**src/core/emc_defs.svh**
```systemverilog
/*
 Constants of the external memory bus controller: sizes, field positions,
 boot reset values and encodings.
 Assumes it is included by its bare name from the package and the design file.
*/
`ifndef EMC_DEFS_SVH
`define EMC_DEFS_SVH

// ----------------------------------------------------------------------
// Sizes
// ----------------------------------------------------------------------
`define EMC_NCS 6
`define EMC_IDX_W 3
`define EMC_ADDR_W 22
`define EMC_DATA_W 16
`define EMC_FIFO_DEPTH 8
`define EMC_BASE_W 12
`define EMC_BASE_LSB 20

// ----------------------------------------------------------------------
// Encodings
// ----------------------------------------------------------------------
`define EMC_DBW_16 2'b01
`define EMC_DBW_8 2'b10

// ----------------------------------------------------------------------
// Reset values of the boot chip select and the controller
// ----------------------------------------------------------------------
`define EMC_BOOT_ENABLE 1'b1
`define EMC_BOOT_BASE 12'h000
`define EMC_BOOT_PAGE 2'h3
`define EMC_BOOT_WAIT_EN 1'b1
`define EMC_BOOT_WAIT_CNT 3'h7
`define EMC_BOOT_DBW 2'b01
`define EMC_BOOT_BAT 1'b0
`define EMC_BOOT_TDF 3'h0
`define EMC_EARLY_RST 1'b0

`endif

```
**src/core/emc_pkg.sv**
```systemverilog
/*
 Types shared by the external memory bus controller.
 Assumes emc_defs.svh is on the include path.
*/
`include "emc_defs.svh"

package emc_pkg;

   // ----------------------------------------------------------------------
   // Chip select configuration word
   // ----------------------------------------------------------------------
   typedef struct packed {
      logic cs_enable;                      // Window takes part in decode
      logic [`EMC_BASE_W-1:0] base;         // Address bits 31:20 of the window
      logic [1:0] page_code;                // Page is 1 MB shifted by this
      logic wait_insert_enable;
      logic [2:0] wait_count;
      logic [1:0] bus_width_sel;
      logic byte_access_type;               // 1 byte select, 0 byte write
      logic [2:0] float_cycles;
   } emc_cs_cfg_t;

   // ----------------------------------------------------------------------
   // Processor request and answer
   // ----------------------------------------------------------------------
   typedef struct packed {
      logic [31:0] addr;
      logic [`EMC_DATA_W-1:0] wdata;        // Bytes sit in their address lane
      logic write;
      logic half;                           // Half-word, else byte
      logic fetch;                          // Instruction fetch
   } emc_req_t;

   typedef struct packed {
      logic valid;
      logic [`EMC_DATA_W-1:0] rdata;
      logic prefetch_abort;
      logic data_abort;
   } emc_rsp_t;

   // ----------------------------------------------------------------------
   // Access sequencer states
   // ----------------------------------------------------------------------
   typedef enum logic [3:0] {
      ST_IDLE = 4'b0001,
      ST_FLOAT = 4'b0010,
      ST_SETUP = 4'b0100,
      ST_STROBE = 4'b1000
   } emc_state_t;

endpackage

```
**src/core/emc_ctrl.sv**
```systemverilog
/*
 External memory bus controller with its request FIFO.
 Assumes requests and configuration come from logic on core_clk, and that
 the external read data settles within the strobe window it times itself.
*/
`include "emc_defs.svh"

// ----------------------------------------------------------------------
// Request FIFO
// ----------------------------------------------------------------------
module emc_fifo #(
   parameter int WIDTH = 8,
   parameter int DEPTH = `EMC_FIFO_DEPTH
) (
   // Clock, reset, enable
   input wire logic core_clk,
   input wire logic sys_rst,
   input wire logic clk_en,
   // Fill side
   input wire logic in_valid,
   output logic in_ready,
   input wire logic [WIDTH-1:0] in_data,
   // Drain side
   output logic out_valid,
   input wire logic out_ready,
   output logic [WIDTH-1:0] out_data
);
   localparam int AW = $clog2(DEPTH);

   if (DEPTH < 2 || (1 << AW) != DEPTH) begin : g_bad_depth
      $error("emc_fifo depth must be a power of two of at least two");
   end

   logic [WIDTH-1:0] mem [DEPTH];         // Storage, no reset needed
   logic [AW-1:0] wr_ptr;
   logic [AW-1:0] rd_ptr;
   logic [AW:0] count;
   logic [AW:0] next_count;
   wire push = in_valid & in_ready;
   wire pop = out_valid & out_ready;

   assign next_count = (push && !pop) ? count + 1'b1 :
                       (!push && pop) ? count - 1'b1 : count;
   assign out_data = mem[rd_ptr];

   // Flags are registered so both ready and valid leave from flip-flops
   always_ff @(posedge core_clk or posedge sys_rst) begin
      if (sys_rst) begin
         wr_ptr <= '0;
         rd_ptr <= '0;
         count <= '0;
         in_ready <= 1'b1;
         out_valid <= 1'b0;
      end else if (clk_en) begin
         if (push) wr_ptr <= wr_ptr + 1'b1;
         if (pop) rd_ptr <= rd_ptr + 1'b1;
         count <= next_count;
         in_ready <= next_count != (AW + 1)'(DEPTH);
         out_valid <= next_count != '0;
      end
   end

   // Entry write
   always_ff @(posedge core_clk) begin
      if (clk_en && push) mem[wr_ptr] <= in_data;
   end
endmodule // emc_fifo

// ----------------------------------------------------------------------
// Controller
// ----------------------------------------------------------------------
module emc_ctrl (
   // Clock, reset, enable
   input wire logic core_clk,
   input wire logic sys_rst,
   input wire logic clk_en,
   // Processor requests and answers
   input wire logic req_valid,
   input wire emc_pkg::emc_req_t req,
   output logic req_ready,
   output emc_pkg::emc_rsp_t rsp,
   output logic busy,
   // Configuration
   input wire logic cfg_wr,
   input wire logic [`EMC_IDX_W-1:0] cfg_idx,
   input wire emc_pkg::emc_cs_cfg_t cfg_data,
   input wire logic ctl_wr,
   input wire logic ctl_early,
   input wire logic remap_command_bit,
   // External bus
   output logic [`EMC_ADDR_W-1:1] ext_addr,
   output logic lowest_address_bit,
   output logic [`EMC_NCS-1:0] ext_cs_n,
   output logic read_strobe_n,
   output logic low_byte_write_strobe_n,
   output logic high_byte_write_strobe_n,
   output logic [`EMC_DATA_W-1:0] data_out,
   output logic data_oe_n,
   input wire logic [`EMC_DATA_W-1:0] data_in
);
   localparam int RW = $bits(emc_pkg::emc_req_t);

   // ----------------------------------------------------------------------
   // Configuration state
   // ----------------------------------------------------------------------
   emc_pkg::emc_cs_cfg_t cfg_q [`EMC_NCS];  // Written values
   logic [`EMC_BASE_W-1:0] boot_base;       // Base the boot window decodes with
   logic early_q;                           // Early read protocol
   wire [`EMC_BASE_W-1:0] cfg0_base = cfg_q[0].base;

   // Boot select written fields act at once; only its base waits for remap
   always_ff @(posedge core_clk or posedge sys_rst) begin
      if (sys_rst) begin
         for (int i = 0; i < `EMC_NCS; i++) cfg_q[i] <= '0;
         cfg_q[0].cs_enable <= `EMC_BOOT_ENABLE;
         cfg_q[0].base <= `EMC_BOOT_BASE;
         cfg_q[0].page_code <= `EMC_BOOT_PAGE;
         cfg_q[0].wait_insert_enable <= `EMC_BOOT_WAIT_EN;
         cfg_q[0].wait_count <= `EMC_BOOT_WAIT_CNT;
         cfg_q[0].bus_width_sel <= `EMC_BOOT_DBW;
         cfg_q[0].byte_access_type <= `EMC_BOOT_BAT;
         cfg_q[0].float_cycles <= `EMC_BOOT_TDF;
         boot_base <= `EMC_BOOT_BASE;
         early_q <= `EMC_EARLY_RST;
      end else if (clk_en) begin
         if (cfg_wr && cfg_idx < `EMC_IDX_W'(`EMC_NCS)) cfg_q[cfg_idx] <= cfg_data;
         if (remap_command_bit) boot_base <= cfg0_base;
         if (ctl_wr) early_q <= ctl_early;
      end
   end

   // ----------------------------------------------------------------------
   // Request queue
   // ----------------------------------------------------------------------
   logic head_valid;
   logic [RW-1:0] head_bits;
   logic pop;
   emc_pkg::emc_req_t head;
   assign head = emc_pkg::emc_req_t'(head_bits);

   // Back-pressure: the queue only drains as accesses start or abort
   emc_fifo #(.WIDTH(RW), .DEPTH(`EMC_FIFO_DEPTH)) u_fifo (
      .core_clk(core_clk),
      .sys_rst(sys_rst),
      .clk_en(clk_en),
      .in_valid(req_valid),
      .in_ready(req_ready),
      .in_data(req),
      .out_valid(head_valid),
      .out_ready(pop),
      .out_data(head_bits)
   );

   // ----------------------------------------------------------------------
   // Window decode
   // ----------------------------------------------------------------------
   logic [`EMC_NCS-1:0] hit_vec;
   logic [`EMC_NCS-1:0] sel_oh;
   logic [`EMC_IDX_W-1:0] sel_idx;
   wire hit_any = |hit_vec;

   for (genvar gi = 0; gi < `EMC_NCS; gi++) begin : g_dec
      wire [`EMC_BASE_W-1:0] mask = `EMC_BASE_W'hfff << cfg_q[gi].page_code;
      wire [`EMC_BASE_W-1:0] base = (gi == 0) ? boot_base : cfg_q[gi].base;
      wire [`EMC_BASE_W-1:0] tag = head.addr[31:`EMC_BASE_LSB];
      assign hit_vec[gi] = cfg_q[gi].cs_enable & ((tag & mask) == (base & mask));
   end

   // Lowest matching window wins so only one select can ever assert
   assign sel_oh = hit_vec & ~(hit_vec - 1'b1);

   always_comb begin
      sel_idx = '0;
      for (int i = 0; i < `EMC_NCS; i++) begin
         if (sel_oh[i]) sel_idx = `EMC_IDX_W'(i);
      end
   end

   emc_pkg::emc_cs_cfg_t sel_cfg;
   assign sel_cfg = cfg_q[sel_idx];
   // Boot select cannot be switched to 8-bit
   wire sel_dbw8 = (sel_idx != '0) && (sel_cfg.bus_width_sel == `EMC_DBW_8);
   wire [3:0] sel_waits = sel_cfg.wait_insert_enable ?
                          {1'b0, sel_cfg.wait_count} + 4'h1 : 4'h0;

   // ----------------------------------------------------------------------
   // Access history and float count
   // ----------------------------------------------------------------------
   logic prev_valid;
   logic [`EMC_IDX_W-1:0] prev_idx;
   logic prev_write;
   logic [2:0] prev_tdf;
   logic [2:0] float_n;
   wire same_cs = prev_idx == sel_idx;
   wire [2:0] tdf_min1 = (prev_tdf == 3'h0) ? 3'h1 : prev_tdf;
   wire [2:0] same_float = prev_write ? ((!head.write && early_q) ? 3'h1 : 3'h0) :
                           (head.write ? prev_tdf : 3'h0);
   // Write after read keeps the bus free while the memory lets go of it
   assign float_n = !prev_valid ? 3'h0 : same_cs ? same_float :
                    (prev_write ? 3'h1 : tdf_min1);

   // ----------------------------------------------------------------------
   // Current access
   // ----------------------------------------------------------------------
   emc_pkg::emc_state_t state;
   emc_pkg::emc_state_t next_state;
   logic [3:0] cnt;
   logic [3:0] next_cnt;
   logic [`EMC_IDX_W-1:0] cur_idx;
   logic [`EMC_ADDR_W-1:0] cur_addr;
   logic [`EMC_DATA_W-1:0] cur_wdata;
   logic [`EMC_DATA_W-1:0] rd_buf;
   logic [3:0] cur_waits;
   logic [2:0] cur_tdf;
   logic cur_write;
   logic cur_half;
   logic cur_bat;
   logic cur_dbw8;
   logic beat;
   logic launch;
   logic finish;
   logic abort;
   logic beat_next;

   // A half-word to an 8-bit device needs a second byte cycle
   wire more_beat = cur_dbw8 & cur_half & ~beat;
   // Back-to-back early reads on one select keep the strobe down
   wire cont = early_q & ~cur_write & head_valid & hit_any & ~head.write &
               (sel_idx == cur_idx);
   wire strobe_end = (state == emc_pkg::ST_STROBE) && (cnt == 4'h0);

   // Sequencer: setup clock, strobe for one plus the wait clocks, floats between
   always_comb begin
      next_state = state;
      next_cnt = cnt;
      launch = 1'b0;
      finish = 1'b0;
      abort = 1'b0;
      beat_next = 1'b0;
      case (state)
         emc_pkg::ST_IDLE: begin
            if (head_valid && !hit_any) begin
               abort = 1'b1;
            end else if (head_valid && float_n != 3'h0) begin
               next_state = emc_pkg::ST_FLOAT;
               next_cnt = {1'b0, float_n} - 4'h1;
            end else if (head_valid) begin
               launch = 1'b1;
            end
         end
         emc_pkg::ST_FLOAT: begin
            if (cnt != 4'h0) next_cnt = cnt - 4'h1;
            else if (head_valid && hit_any) launch = 1'b1;
            else next_state = emc_pkg::ST_IDLE;
         end
         emc_pkg::ST_SETUP: begin
            next_state = emc_pkg::ST_STROBE;
            next_cnt = cur_waits;
         end
         emc_pkg::ST_STROBE: begin
            if (cnt != 4'h0) begin
               next_cnt = cnt - 4'h1;
            end else if (more_beat) begin
               next_state = emc_pkg::ST_SETUP;
               beat_next = 1'b1;
            end else begin
               finish = 1'b1;
               next_state = emc_pkg::ST_IDLE;
               launch = cont;
            end
         end
         default: next_state = emc_pkg::ST_IDLE;
      endcase
      if (launch) next_state = emc_pkg::ST_SETUP;
   end
   assign pop = launch | abort;

   // Values the pins will show next, taken from the head on a launch
   wire [`EMC_ADDR_W-1:0] head_off = {head.addr[`EMC_ADDR_W-1:1],
                                     head.addr[0] & ~(head.half & sel_dbw8)};
   wire [`EMC_ADDR_W-1:0] nx_addr = launch ? head_off :
                                    beat_next ? {cur_addr[`EMC_ADDR_W-1:1], 1'b1} : cur_addr;
   wire [`EMC_IDX_W-1:0] nx_idx = launch ? sel_idx : cur_idx;
   wire [`EMC_DATA_W-1:0] nx_wdata = launch ? head.wdata : cur_wdata;
   wire nx_write = launch ? head.write : cur_write;
   wire nx_half = launch ? head.half : cur_half;
   wire nx_bat = launch ? sel_cfg.byte_access_type : cur_bat;
   wire nx_dbw8 = launch ? sel_dbw8 : cur_dbw8;

   // Read data: an 8-bit device returns its byte on bits 7:0, placed in the lane of its address
   wire [`EMC_DATA_W-1:0] cap_data = !cur_dbw8 ? data_in :
      cur_addr[0] ? {data_in[7:0], rd_buf[7:0]} : {rd_buf[15:8], data_in[7:0]};

   // Sequencer and access registers
   always_ff @(posedge core_clk or posedge sys_rst) begin
      if (sys_rst) begin
         state <= emc_pkg::ST_IDLE;
         cnt <= 4'h0;
         {cur_idx, cur_addr, cur_wdata, cur_waits, cur_tdf} <= '0;
         {cur_write, cur_half, cur_bat, cur_dbw8, beat} <= '0;
         rd_buf <= '0;
         {prev_valid, prev_idx, prev_write, prev_tdf} <= '0;
      end else if (clk_en) begin
         state <= next_state;
         cnt <= next_cnt;
         if (strobe_end) rd_buf <= cap_data;
         if (launch) begin
            {cur_idx, cur_addr, cur_wdata} <= {nx_idx, nx_addr, nx_wdata};
            {cur_write, cur_half, cur_bat, cur_dbw8} <= {nx_write, nx_half, nx_bat, nx_dbw8};
            cur_waits <= sel_waits;
            cur_tdf <= sel_cfg.float_cycles;
            beat <= 1'b0;
         end else if (beat_next) begin
            cur_addr <= nx_addr;
            beat <= 1'b1;
         end
         if (finish) {prev_valid, prev_idx, prev_write, prev_tdf} <=
            {1'b1, cur_idx, cur_write, cur_tdf};
      end
   end

   // ----------------------------------------------------------------------
   // Pin decode
   // ----------------------------------------------------------------------
   wire in_acc = (next_state == emc_pkg::ST_SETUP) || (next_state == emc_pkg::ST_STROBE);
   wire strobe_ph = next_state == emc_pkg::ST_STROBE;
   wire lo_en = nx_half | ~nx_addr[0];
   wire hi_en = nx_half | nx_addr[0];
   wire wr_ph = strobe_ph & nx_write;
   wire next_rd_n = ~(in_acc & ~nx_write & (strobe_ph | early_q));
   // Byte select and single 8-bit use it as the one write strobe
   wire next_w0_n = ~(wr_ph & (nx_bat | nx_dbw8 | lo_en));
   wire next_w1_n = nx_bat ? ~(in_acc & hi_en) :
                    nx_dbw8 ? 1'b1 : ~(wr_ph & hi_en);
   wire next_a0 = nx_bat ? ~(in_acc & lo_en) : nx_addr[0];
   wire [`EMC_NCS-1:0] next_cs_n = in_acc ? ~(`EMC_NCS'(1) << nx_idx) : '1;
   wire [`EMC_DATA_W-1:0] next_dout = !nx_dbw8 ? nx_wdata :
      {8'h00, nx_addr[0] ? nx_wdata[15:8] : nx_wdata[7:0]};

   // Pins and answers leave from flip-flops
   always_ff @(posedge core_clk or posedge sys_rst) begin
      if (sys_rst) begin
         ext_addr <= '0;
         lowest_address_bit <= 1'b1;
         ext_cs_n <= '1;
         read_strobe_n <= 1'b1;
         low_byte_write_strobe_n <= 1'b1;
         high_byte_write_strobe_n <= 1'b1;
         data_out <= '0;
         data_oe_n <= 1'b1;
         rsp <= '0;
         busy <= 1'b0;
      end else if (clk_en) begin
         ext_addr <= nx_addr[`EMC_ADDR_W-1:1];
         lowest_address_bit <= next_a0;
         ext_cs_n <= next_cs_n;
         read_strobe_n <= next_rd_n;
         low_byte_write_strobe_n <= next_w0_n;
         high_byte_write_strobe_n <= next_w1_n;
         data_out <= next_dout;
         data_oe_n <= ~(in_acc & nx_write);
         rsp.valid <= finish | abort;
         rsp.rdata <= finish ? cap_data : '0;
         rsp.prefetch_abort <= abort & head.fetch;
         rsp.data_abort <= abort & ~head.fetch;
         busy <= next_state != emc_pkg::ST_IDLE;
      end
   end

   logic [3:0] strb_clks;  // Clocks spent in strobe beyond the first
   always_ff @(posedge core_clk or posedge sys_rst) begin
      if (sys_rst) strb_clks <= 4'h0;
      else if (clk_en) strb_clks <= (state == emc_pkg::ST_STROBE) ? strb_clks + 4'h1 : 4'h0;
   end
endmodule // emc_ctrl

```
**config.mk**
```make
export PLATFORM = sky130hd
export DESIGN_NAME = emc_ctrl
export DESIGN_NICKNAME = d
export VERILOG_FILES = /design/src/core/emc_pkg.sv /design/src/core/emc_ctrl.sv
export VERILOG_INCLUDE_DIRS = /design/src /design/src/core
export SDC_FILE = /design/constraint.sdc
export NUM_CORES = 1
export LEC_CHECK = 0
export BUFFER_PORTS_ARGS = -buffer_cell sky130_fd_sc_hd__buf_2
export CORE_ASPECT_RATIO = 0.7
export CORE_MARGIN = 5
export CORE_UTILIZATION = 40
export CTS_BUF_LIST = sky130_fd_sc_hd__clkbuf_2
export CTS_CLUSTER_SIZE = 10
export DETAILED_ROUTE_END_ITERATION = 12
export HOLD_SLACK_MARGIN = 0.12
export SETUP_SLACK_MARGIN = 0.4
export SLEW_MARGIN = 10
export SYNTH_ARGS = -nofsm -noshare
export SYNTH_HDL_FRONTEND = slang
export SYNTH_SLANG_ARGS = --single-unit
```
**constraint.sdc**
```tcl
create_clock -name core_clk -period 10.6 [get_ports core_clk]
set_input_delay 1.06 -clock core_clk [delete_from_list [all_inputs] [get_ports core_clk]]
set_output_delay 1.06 -clock core_clk [all_outputs]
set_load 0.01 [all_outputs]
```
[Yosys cells after proc, flatten, opt, wreduce, memory -nomap -nowiden]
Memory sizes are Yosys's and may differ from the RTL's.
Cells that the tools add are included.
Cells by class
  add/sub/neg operators: 8
  multiply operators: 0
  divide/modulo/power cells: 0
  order comparisons: 4
  equality and inequality tests: 20
  shift operators: 7
  mux-type cells: 72
  bitwise gates (word level): 64
  reduce and logical (&&, ||, !) cells: 36
Operators with widths (count)
  150-bit bitwise mux: 1
  12-bit AND: 12
  16-bit two-way mux: 5
  25-bit binary-select mux with 3-bit select: 1
  25-bit demux with 3-bit select: 1
  12-bit == test: 6
  12-bit by 2-bit left shift with 12-bit output, first input constant: 6
  22-bit two-way mux: 3
  4-bit two-way mux: 12
  3-bit two-way mux: 12
  1-bit two-way mux: 29
  1-bit AND: 27
  25-bit two-way mux: 1
  10-bit two-way mux: 2
  2-bit AND reduction: 9
  4-bit case mux with 4 select lines: 1
  1-bit NOT: 13
  6-bit NOT: 2
  4-bit case mux with 3 select lines: 1
  1-bit logical AND: 11
  3-bit nonzero test: 3
  4-bit by 3-bit == test with 1-bit output, second input constant: 2
  4-bit == test, second input constant: 2
  4-bit >= comparator, second input constant: 2
  32 further kinds: 47
Storage, ports and cells
  register bits: 328
  latch bits: 0
  memory bits (writable): 408
  ROM bits: 0
  input port bits: 103
  output and inout port bits: 69
  word-level logic and storage cells: 297
  memories kept: 1
Memories
  u_fifo.mem: depth 8, bits a word 51, rd ports 1, clocked after memory_dff 0, wr ports 1, line emc_ctrl.sv:34  | logic [WIDTH-1:0] mem [DEPTH];

[Logic depth before layout (Yosys ltp)]
Gate-level depths: netlist (run 1).
  word-level depth: 27
  mapped depth: 20

[Hierarchy]
Synthesis (run 1) repeated with hierarchy kept, for this count alone.
Unflattened totals
  cells, all modules: 1949
  area, all modules: 31242.5 um^2
Modules (own cells, without submodules)
  emc_fifo: times used 1, cells each 667, area an instance 16086.7 um^2, sequential area each 12553.3 um^2
  emc_ctrl: times used 1, cells each 1282, area an instance 15155.8 um^2, sequential area each 7881.3 um^2

[Worst setup path after synthesis (run 1)]
No wires, ideal clock.
  path type: input port to flip-flop
  from: input clk_en
  to: memory u_fifo.mem[1][0] (netlist bit), enable pin
  setup time: 0.522 ns
  arrival time: 5.566 ns
  path slack: 4.511 ns
  cell stages on the path: 5
  path buffers: 3
  cells stage by stage: clkbuf_1 -> clkbuf_1 -> buf_1 -> nand3_1 -> nor3_1
On the way
  longest elaborated chain between the ends: 3
Ends and longest elaborated chain
  start, declared: line emc_ctrl.sv:76  | input wire logic clk_en,
  1-bit logical AND: line emc_ctrl.sv:65  | if (clk_en && push) mem[wr_ptr] <= in_data;
  1-bit two-way mux: line emc_ctrl.sv:65
  1-bit two-way mux (not written as such): line emc_ctrl.sv:65
  end, declared: line emc_ctrl.sv:34
Every way passes these cells.

[Worst setup path after layout (run 1)]
  from: register u_fifo.rd_ptr[1]
  to: register low_byte_write_strobe_n
On the way
  longest elaborated chain between the ends: 27
  elaborated cells on any way between the ends: 82
  classes of those cells: add/sub (1); eq/ne (10); mux (31); bitwise (29); reduce/logical (10); memory (1)
Ends and longest elaborated chain
  start, declared: line emc_ctrl.sv:36  | logic [AW-1:0] rd_ptr;
  start signal, assigned: line emc_ctrl.sv:56  | if (pop) rd_ptr <= rd_ptr + 1'b1;
  memory 8 x 51 bit *
  branches (longest 24 deep; another with 6-bit by 1-bit subtractor with 6-bit output)
  1-bit AND *: line emc_ctrl.sv:332  | wire next_w0_n = ~(wr_ph & (nx_bat | nx_dbw8 | lo_en));
  1-bit NOT *: line emc_ctrl.sv:332
  end signal, assigned: line emc_ctrl.sv:358  | low_byte_write_strobe_n <= next_w0_n;
  end, declared: line emc_ctrl.sv:95  | output logic low_byte_write_strobe_n,
Every way passes the cells marked *. The select of a mux whose other input is x is not followed.
A chain may end at the register's enable or synchronous reset.

==> summary.txt, run 1 <==
Clock tree
  – Clk Latency, worst-skew pair: 1.38 ns
  – H-tree depth: 4
  – CTS Hold Bufs: 97
  – CTS Buffer Depth: 3
  – Post-cts resize count: 0
  – Clk root buf: clkbuf_2
  – CTS tree: built
  – Num CTS Buffers: 175
  – Sink Count: 734
  – CTS clk-pin slew, worst paths: 0.13 ns
  – Post CTS Setup Buffer Count: 0

Worst setup path
  – Cells along the critical path: buf_4 -> mux4_2 -> mux2i_4 -> xnor2_1 -> a2111o_1 -> nor4_1 -> o211ai_1 -> buf_4 -> nor3_1 -> a311oi_4 -> nor3_2 -> o31a_2 -> buf_4 -> mux2_2 -> nor3_2 -> a21oi_1 -> a21oi_1
  – Max FO, Critical Path: 51
  – Worst path top cell family by delay: buffers and inverters
  – R2R cell count: 17
  – CP arrival: 8.01 ns
  – Critical R2R Capture: low_byte_write_strobe_n
  – CP bufs+invs: 3
  – CP endpoint: low_byte_write_strobe_n
  – Worst reg2reg setup slack: 3.85 ns
  – Req. time, crit path: 11.86 ns
  – Worst r2r src: u_fifo.rd_ptr[1]
  – Crit. path cell count: 17
  – CP max stage cell: dfrtp_4
  – Setup CP Type: reg2reg
  – Crit path largest cell delay: 0.93 ns
  – CP Launch Point: u_fifo.rd_ptr[1]
  – Worst setup EP type: register
  – Critical Path Source Type: register
  – Crit-path most repeated cell: buf_4

Final layout
  – Final Non-Filler Cells: 3,633
  – Fraction of layout cells with a size suffix above 1: 0.329
  – Design Area, Final: 0.0358 mm²
  – # nets final: 2,542
  – Fillers: 6,877
  – Area Overhead vs Synth: 15.3%
  – Final Util: 0.466

Global route
  – GRT Util Overall: 0.184
  – Initial antenna violation count: 9
  – First-pass GRT wire length: 118,000 µm
  – Pin count of the biggest net entering global routing: 125
  – Aggregate global routing overflow: 0
  – Vias in the first global route: 19,700

Synth
  – Ys async rst share: 0.444
  – Synth Flop Type: edfxtp_1
  – Largest area contributor in the netlist: edfxtp_1
  – Sequential area share after synthesis: 0.657
  – Synth area leaders: edfxtp_1 39%, dfrtp_1 25%, mux2_2 7.8%, mux4_2 5.9%, mux2i_1 4.3%
  – Syn Inst Count: 2,054
  – Netlist cell types: 79
  – Synthesized flop and latch total: 734
  – Synth warn: 0
  – Top-area cell type share of the netlist area: 0.394
  – Mapped cell area: 0.0311 mm²
  – Syn nets: 2,163
  – Syn_area_per_cell: 15.1 µm²
  – EDFF count, synth: 408

Floorplan
  – # IOs: 172
  – Initial Util: 0.404
  – Chip width: 343 µm
  – DIE AREA: 0.0835 mm²
  – Die H: 243 µm
  – Row cnt: 85
  – Core Region: 0.0770 mm²

Pwr
  – Final Power: 7.67 mW
  – Cell internal pwr: 5.07 mW
  – Leakage power: 14.4 nW
  – Clock power frac: 0.251
  – IR drop worst, VDD: 0.129 mV
  – Power Density: 214 mW/mm²
  – Switching power: 2.60 mW
  – Sequential share of power: 0.469
  – Switching part of the total: 0.339
  – Comb power frac: 0.280

Place
  – Post-DP HPWL: 47,500 µm
  – Placed cells: 3,203
  – Routability Congestion: 0.867
  – PortBufs: 171
  – DP Area: 0.0332 mm²

Timing
  – Worst-margin pin slew: 1.03 ns
  – Slew headroom: 0.313
  – Clock Skew: 0.105 ns
  – RSZ-0062 raised after global routing: false
  – Setup violators final: 0
  – Final Cycle Share: 0.637
  – Max Clk Rate: 0.148 GHz
  – Final Critical Period: 6.75 ns
  – Setup tns final: 0 ns
  – Hold violation total from the final report: 0
  – Pins Over Slew Limit: 0

Route
  – Detailed Route Iter0 Violations: 1,580
  – 1st-pass router iterations: 5
  – Routed WL: 76,800 µm
  – Avg Vias per Cell: 5.23
  – Via count: 19,000
  – WL/cell: 21.1 µm
  – DRC violations left: 0
  – Routed Antenna Nets: 0

Min path
  – Hold crit path type: in2reg

Run
  – MaxCap Viol Count: 0

Run status
  – Outcome: complete, no violations
==> synthesized netlist by cell type (all sizes together) (3+ instances only) <==
| cell type | number |
|---|---|
| nand3b | 5 |
| mux2i | 137 |
| xnor2 | 22 |
| o221ai | 4 |
| nor4 | 10 |
| or4 | 8 |
| nand2b | 12 |
| clkbuf | 59 |
| xor2 | 57 |
| a22oi | 24 |
| nand2 | 195 |
| nand3 | 25 |
| dfrtp | 306 |
| buf | 38 |
| a21o | 12 |
| mux2 | 217 |
| nor3 | 22 |
| o2bb2ai | 18 |
| mux4 | 82 |
| a211oi | 4 |
| inv | 18 |
| o21ai | 103 |
| o31a | 3 |
| nand4 | 20 |
| or3 | 3 |
| nor2 | 62 |
| and3 | 7 |
| and2 | 14 |
| a21oi | 56 |
| o211ai | 10 |
| a31oi | 7 |
| nor3b | 4 |
| o21a | 3 |
| edfxtp | 408 |
| nor2b | 15 |
| o31ai | 4 |
| ha | 6 |
| or2 | 4 |
| and4 | 3 |
| dfstp | 20 |
==> final cells by class <==
class	count	area, µm²	share of cell area
Antenna cell	10	25.0	0.000698
Clock buffer	276	1380	0.0385
Clock inverter	47	315	0.00880
Inverter	18	75.1	0.00209
Multi-Input combinational cell	1205	10200	0.286
Sequential cell	734	20400	0.570
Tap cell	1044	1310	0.0364
Timing Repair Buffer	299	2060	0.0575
==> metrics by stage <==
step | hold WS [ns] | worst slack, ns
after floorplan | 0.435 | 0.547
after global placement | 0.453 | 4.00
after detailed placement | 0.464 | 3.91
after CTS | 0.146 | 3.80
after global routing | 0.176 | 3.31
final | 0.373 | 3.85
==> worst register-to-register path, cell delays in order, from the launching register on <==
cell and delay, ns:
dfrtp_4 0.93, buf_4 0.75, mux4_2 0.66, mux2i_4 0.43
xnor2_1 0.17, a2111o_1 0.39, nor4_1 0.33, o211ai_1 0.17
buf_4 0.27, nor3_1 0.30, a311oi_4 0.10, nor3_2 0.30
o31a_2 0.50, buf_4 0.54, mux2_2 0.44, nor3_2 0.12
a21oi_1 0.09, a21oi_1 0.16
==> logic make-up after synthesis <==
kind of cell	count (synthesis)	share of synthesized area
mux	436	0.183
xor+xnor	79	0.0223
fa+ha+maj	6	0.00241
buf+inv	115	0.0159
flops	734	0.657
compound gates	270	0.0557
simple gates	414	0.0635
==> how the worst min path moves through the flow <==
stage	depth (start not counted)	slack (ns)	end	startpoint
3_5_place_dp	2	0.46	cur_wdata[2]	cur_wdata[2]
4_1_cts	3	0.15	g_dec[2].base[1]	cfg_idx[0]
2_1_floorplan	2	0.43	cur_bat	cur_bat
3_3_place_gp	2	0.45	cur_bat	cur_bat
6_report	3	0.37	g_dec[2].base[1]	cfg_idx[0]
5_1_grt	3	0.18	cfg_q[85]	cfg_idx[0]
==> metal layers <==
layer,global-route usage,share of wire,vias to the layer above
met2,0.271,0.45,540
met4,0.0547,0.019,6
li1,-,-,8642
met5,0,0.00042,-
met1,0.269,0.47,9686
met3,0.0495,0.062,125
==> layout by cell type (no fill, tap or decap), types with 22 or more instances in the layout <==
master	n
clkbuf_2	276
o21ai_0	98
nand2_1	194
xor2_1	57
clkinv_1	34
a21oi_1	56
edfxtp_1	408
dlygate4sd3_1	97
nor2_1	53
dfrtp_1	303
mux2_2	216
buf_2	171
a22oi_1	24
mux2i_1	135
xnor2_1	22
buf_4	31
mux4_2	82
nand3_1	23
==> power groups by stage <==
| stage | Sequential (mW) | Clock (mW) | Combinational (mW) |
|---|---|---|---|
| final | 3.60 | 1.92 | 2.15 |
| after global routing | 3.64 | 2.15 | 2.32 |
| after CTS | 3.60 | 1.99 | 2.15 |
| after detailed placement | 3.66 | 0 | 2.11 |
| after global placement | 3.64 | 0 | 2.10 |
| after floorplan | 3.52 | 0 | 1.60 |
==> registers in the layout (all words and copies together) (netlist names), 3 cells and up <==
name           count
cur_idx            3
rsp               19
prev_idx           3
rd_buf            16
cfg_q             76
u_fifo.count       4
cur_addr          22
cfg0_base         12
u_fifo.rd_ptr      3
g_dec.base        60
ext_addr          21
ext_cs_n           6
prev_tdf           3
cur_tdf            3
state              4
cur_waits          4
u_fifo.mem       408
boot_base         12
data_out          16
u_fifo.wr_ptr      3
cur_wdata         16
cnt                4
No activity file was read; power rests on OpenSTA's default activity.
==> run 2: changes to the inputs <==
==> constraint.sdc (replaced) <==
create_clock -name core_clk -period 7 [get_ports core_clk]
set_input_delay 0.7 -clock core_clk [delete_from_list [all_inputs] [get_ports core_clk]]
set_output_delay 0.7 -clock core_clk [all_outputs]
set_load 0.01 [all_outputs]
==> summary.txt, run 2 (synthesis results as in run 1) <==
Route
  – WL/cell: 21.1 µm (about the same)
  – Routed WL: 79,200 µm (was 76,800 µm)
  – DRC violations left: 0 (unchanged)
  – Detailed Route Iter0 Violations: 1,288 (was 1,580)
  – Via count: 19,600 (was 19,000)
  – Avg Vias per Cell: 5.23 (about the same)
  – Routed Antenna Nets: 0 (unchanged)
  – 1st-pass router iterations: 8 (was 5)

Timing
  – Final Cycle Share: 0.829 (was 0.637)
  – Hold violation total from the final report: 0 (unchanged)
  – RSZ-0062 raised after global routing: false (unchanged)
  – Pins Over Slew Limit: 0 (unchanged)
  – Setup violators final: 0 (unchanged)
  – Max Clk Rate: 0.172 GHz (was 0.148 GHz)
  – Worst-margin pin slew: 1.11 ns (was 1.03 ns)
  – Setup tns final: 0 ns (unchanged)
  – Final Critical Period: 5.80 ns (was 6.75 ns)
  – Slew headroom: 0.258 (was 0.313)
  – Clock Skew: 0.123 ns (was 0.105 ns)

Floorplan
  – DIE AREA: 0.0835 mm² (unchanged)
  – Chip width: 343 µm (unchanged)
  – Die H: 243 µm (unchanged)
  – # IOs: 172 (unchanged)
  – Row cnt: 85 (unchanged)
  – Initial Util: 0.404 (unchanged)
  – Core Region: 0.0770 mm² (unchanged)

Final layout
  – Fraction of layout cells with a size suffix above 1: 0.314 (was 0.329)
  – Most frequent cells in the layout: 408 x edfxtp_1, 303 x dfrtp_1, 268 x clkbuf_2, 216 x mux2_2, 208 x dlygate4sd3_1 (was 408 x edfxtp_1, 303 x dfrtp_1, 276 x clkbuf_2, 216 x mux2_2, 194 x nand2_1)
  – Biggest regs: u_fifo.mem (408), cfg_q (76), g_dec.base (60) (unchanged)
  – # nets final: 2,658 (was 2,542)
  – Area Overhead vs Synth: 19.0% (was 15.3%)
  – Commonest non-fill, non-tap cell in the layout: edfxtp_1 (unchanged)
  – Final Non-Filler Cells: 3,747 (was 3,633)
  – Reg with most FFs: u_fifo.mem (unchanged)
  – Max FFs per register: 408 (unchanged)

Clock tree
  – CTS Hold Bufs: 208 (was 97)
  – Num CTS Buffers: 178 (was 175)
  – Post-cts resize count: 0 (unchanged)
  – CTS clk-pin slew, worst paths: 0.11 ns (was 0.13 ns)
  – Clk root buf: clkbuf_2 (unchanged)
  – Post CTS Setup Buffer Count: 0 (unchanged)
  – CTS tree: built (unchanged)
  – CTS Buffer Depth: 3 (unchanged)
  – Clk Latency, worst-skew pair: 1.45 ns (was 1.38 ns)
  – H-tree depth: 4 (unchanged)
  – Sink Count: 734 (unchanged)

Worst setup path
  – R2R cell count: 16 (was 17)
  – Max FO, Critical Path: 39 (was 51)
  – Worst path top cell family by delay: compound AO/OA/AOI/OAI gates (was buffers and inverters)
  – Crit path largest cell delay: 0.88 ns (was 0.93 ns)
  – Req. time, crit path: 8.28 ns (was 11.86 ns)
  – Setup CP Type: reg2reg (unchanged)
  – Worst reg2reg setup slack: 1.20 ns (was 3.85 ns)
  – CP Launch Point: u_fifo.rd_ptr[0] (was u_fifo.rd_ptr[1])
  – CP max stage cell: dfrtp_4 (unchanged)
  – CP endpoint: cnt[2] (was low_byte_write_strobe_n)
  – CP bufs+invs: 0 (was 3)
  – Critical R2R Capture: cnt[2] (was low_byte_write_strobe_n)
  – Worst r2r src: u_fifo.rd_ptr[0] (was u_fifo.rd_ptr[1])
  – Critical Path Source Type: register (unchanged)
  – Crit-path most repeated cell: a22oi_1 (was buf_4)
  – Crit. path cell count: 16 (was 17)
  – Worst setup EP type: register (unchanged)
  – Cells along the critical path: mux2i_1 -> a22oi_1 -> nand2_1 -> xnor2_1 -> a2111o_1 -> or4_4 -> nand4_1 -> a211oi_1 -> a311oi_4 -> nor2_1 -> a2111oi_0 -> a22oi_1 -> ha_1 -> xor2_1 -> o21ai_1 -> mux2_2 (was buf_4 -> mux4_2 -> mux2i_4 -> xnor2_1 -> a2111o_1 -> nor4_1 -> o211ai_1 -> buf_4 -> nor3_1 -> a311oi_4 -> nor3_2 -> o31a_2 -> buf_4 -> mux2_2 -> nor3_2 -> a21oi_1 -> a21oi_1)
  – CP arrival: 7.08 ns (was 8.01 ns)

Place
  – Routability Congestion: 0.864 (was 0.867)
  – PortBufs: 171 (unchanged)
  – Post-DP HPWL: 48,600 µm (was 47,500 µm)
  – Placed cells: 3,205 (was 3,203)

Min path
  – Hold crit path type: in2reg (unchanged)

Pwr
  – Leakage power: 14.9 nW (was 14.4 nW)
  – IR drop worst, VDD: 0.213 mV (was 0.129 mV)
  – Power Density: 315 mW/mm² (was 214 mW/mm²)

Global route
  – Pin count of the biggest net entering global routing: 163 (was 125)
  – GRT Util Overall: 0.191 (was 0.184)
  – Initial antenna violation count: 10 (was 9)
  – Vias in the first global route: 20,200 (was 19,700)
  – Aggregate global routing overflow: 0 (unchanged)
  – First-pass GRT wire length: 122,000 µm (was 118,000 µm)

Run status
  – Outcome: complete, no violations (unchanged)

Run
  – MaxCap Viol Count: 0 (unchanged)
-- run 2: cell types whose count changed in the layout (fill, tap and decap cells not counted), moves of 2 or more --
cell	change
clkinv_2	+2
inv_2	+2
clkbuf_2	-8
clkinv_1	+4
diode_2	+2
clkinv_4	-2
dlygate4sd3_1	+111
-- run 2: final cells by class --
cell class                      count  area (µm²)
Clock inverter                     54         360
Sequential cell                   734       20400
Inverter                           18        71.3
Antenna cell                       12        30.0
Tap cell                         1044        1310
Fill cell                        6788       40000
Clock buffer                      268        1340
Timing Repair Buffer              412        3200
Multi-Input combinational cell   1205       10200
-- run 2: stage by stage --
step / utilization / total power, mW / area (µm²) / hold WS (ns) / setup WS, ns
after floorplan: - / 7.75 / 31100 / 0.435 / 1.27
after global routing: 0.480 / 12.3 / 37000 / 0.156 / 0.867
after CTS: 0.480 / 11.8 / 37000 / 0.135 / 1.21
after detailed placement: 0.431 / 8.69 / 33200 / 0.456 / 1.26
final: 0.480 / 11.6 / 37000 / 0.271 / 1.20
after global placement: 0.431 / 8.64 / 33200 / 0.449 / 1.27
-- run 2: worst min path at each step --
stage / from / depth (start not counted) / slack, ns / end
6_report: cfg_data[0] / 3 / 0.27 / cfg_q[100]
5_1_grt: cfg_data[0] / 3 / 0.16 / cfg_q[100]
4_1_cts: cfg_data[0] / 3 / 0.13 / cfg_q[100]
3_5_place_dp: cur_bat / 2 / 0.46 / cur_bat
3_3_place_gp: cur_bat / 2 / 0.45 / cur_bat
2_1_floorplan: cur_bat / 2 / 0.43 / cur_bat
-- run 2: power by group --
group	switching (mW)	leakage (nW)	total, mW	internal (mW)
Clock	1.73	1.28	2.94	1.21
Sequential	0.374	7.84	5.43	5.06
Combinational	1.79	5.80	3.27	1.47
Total	3.90	14.9	11.6	7.74
-- run 2: metal layers --
| metal | vias up | global-route usage | part of all wire |
|---|---|---|---|
| li1 | 8903 | - | - |
| met1 | 9942 | 0.280 | 0.47 |
| met2 | 631 | 0.279 | 0.44 |
| met3 | 123 | 0.0526 | 0.071 |
| met4 | 8 | 0.0559 | 0.017 |
| met5 | - | 0 | 0.00069 |
-- run 2: tightest hold or removal path, delay by kind of cell --
family,cells,cell delay (ns)
buf+inv,2,0.71
mux,1,0.16
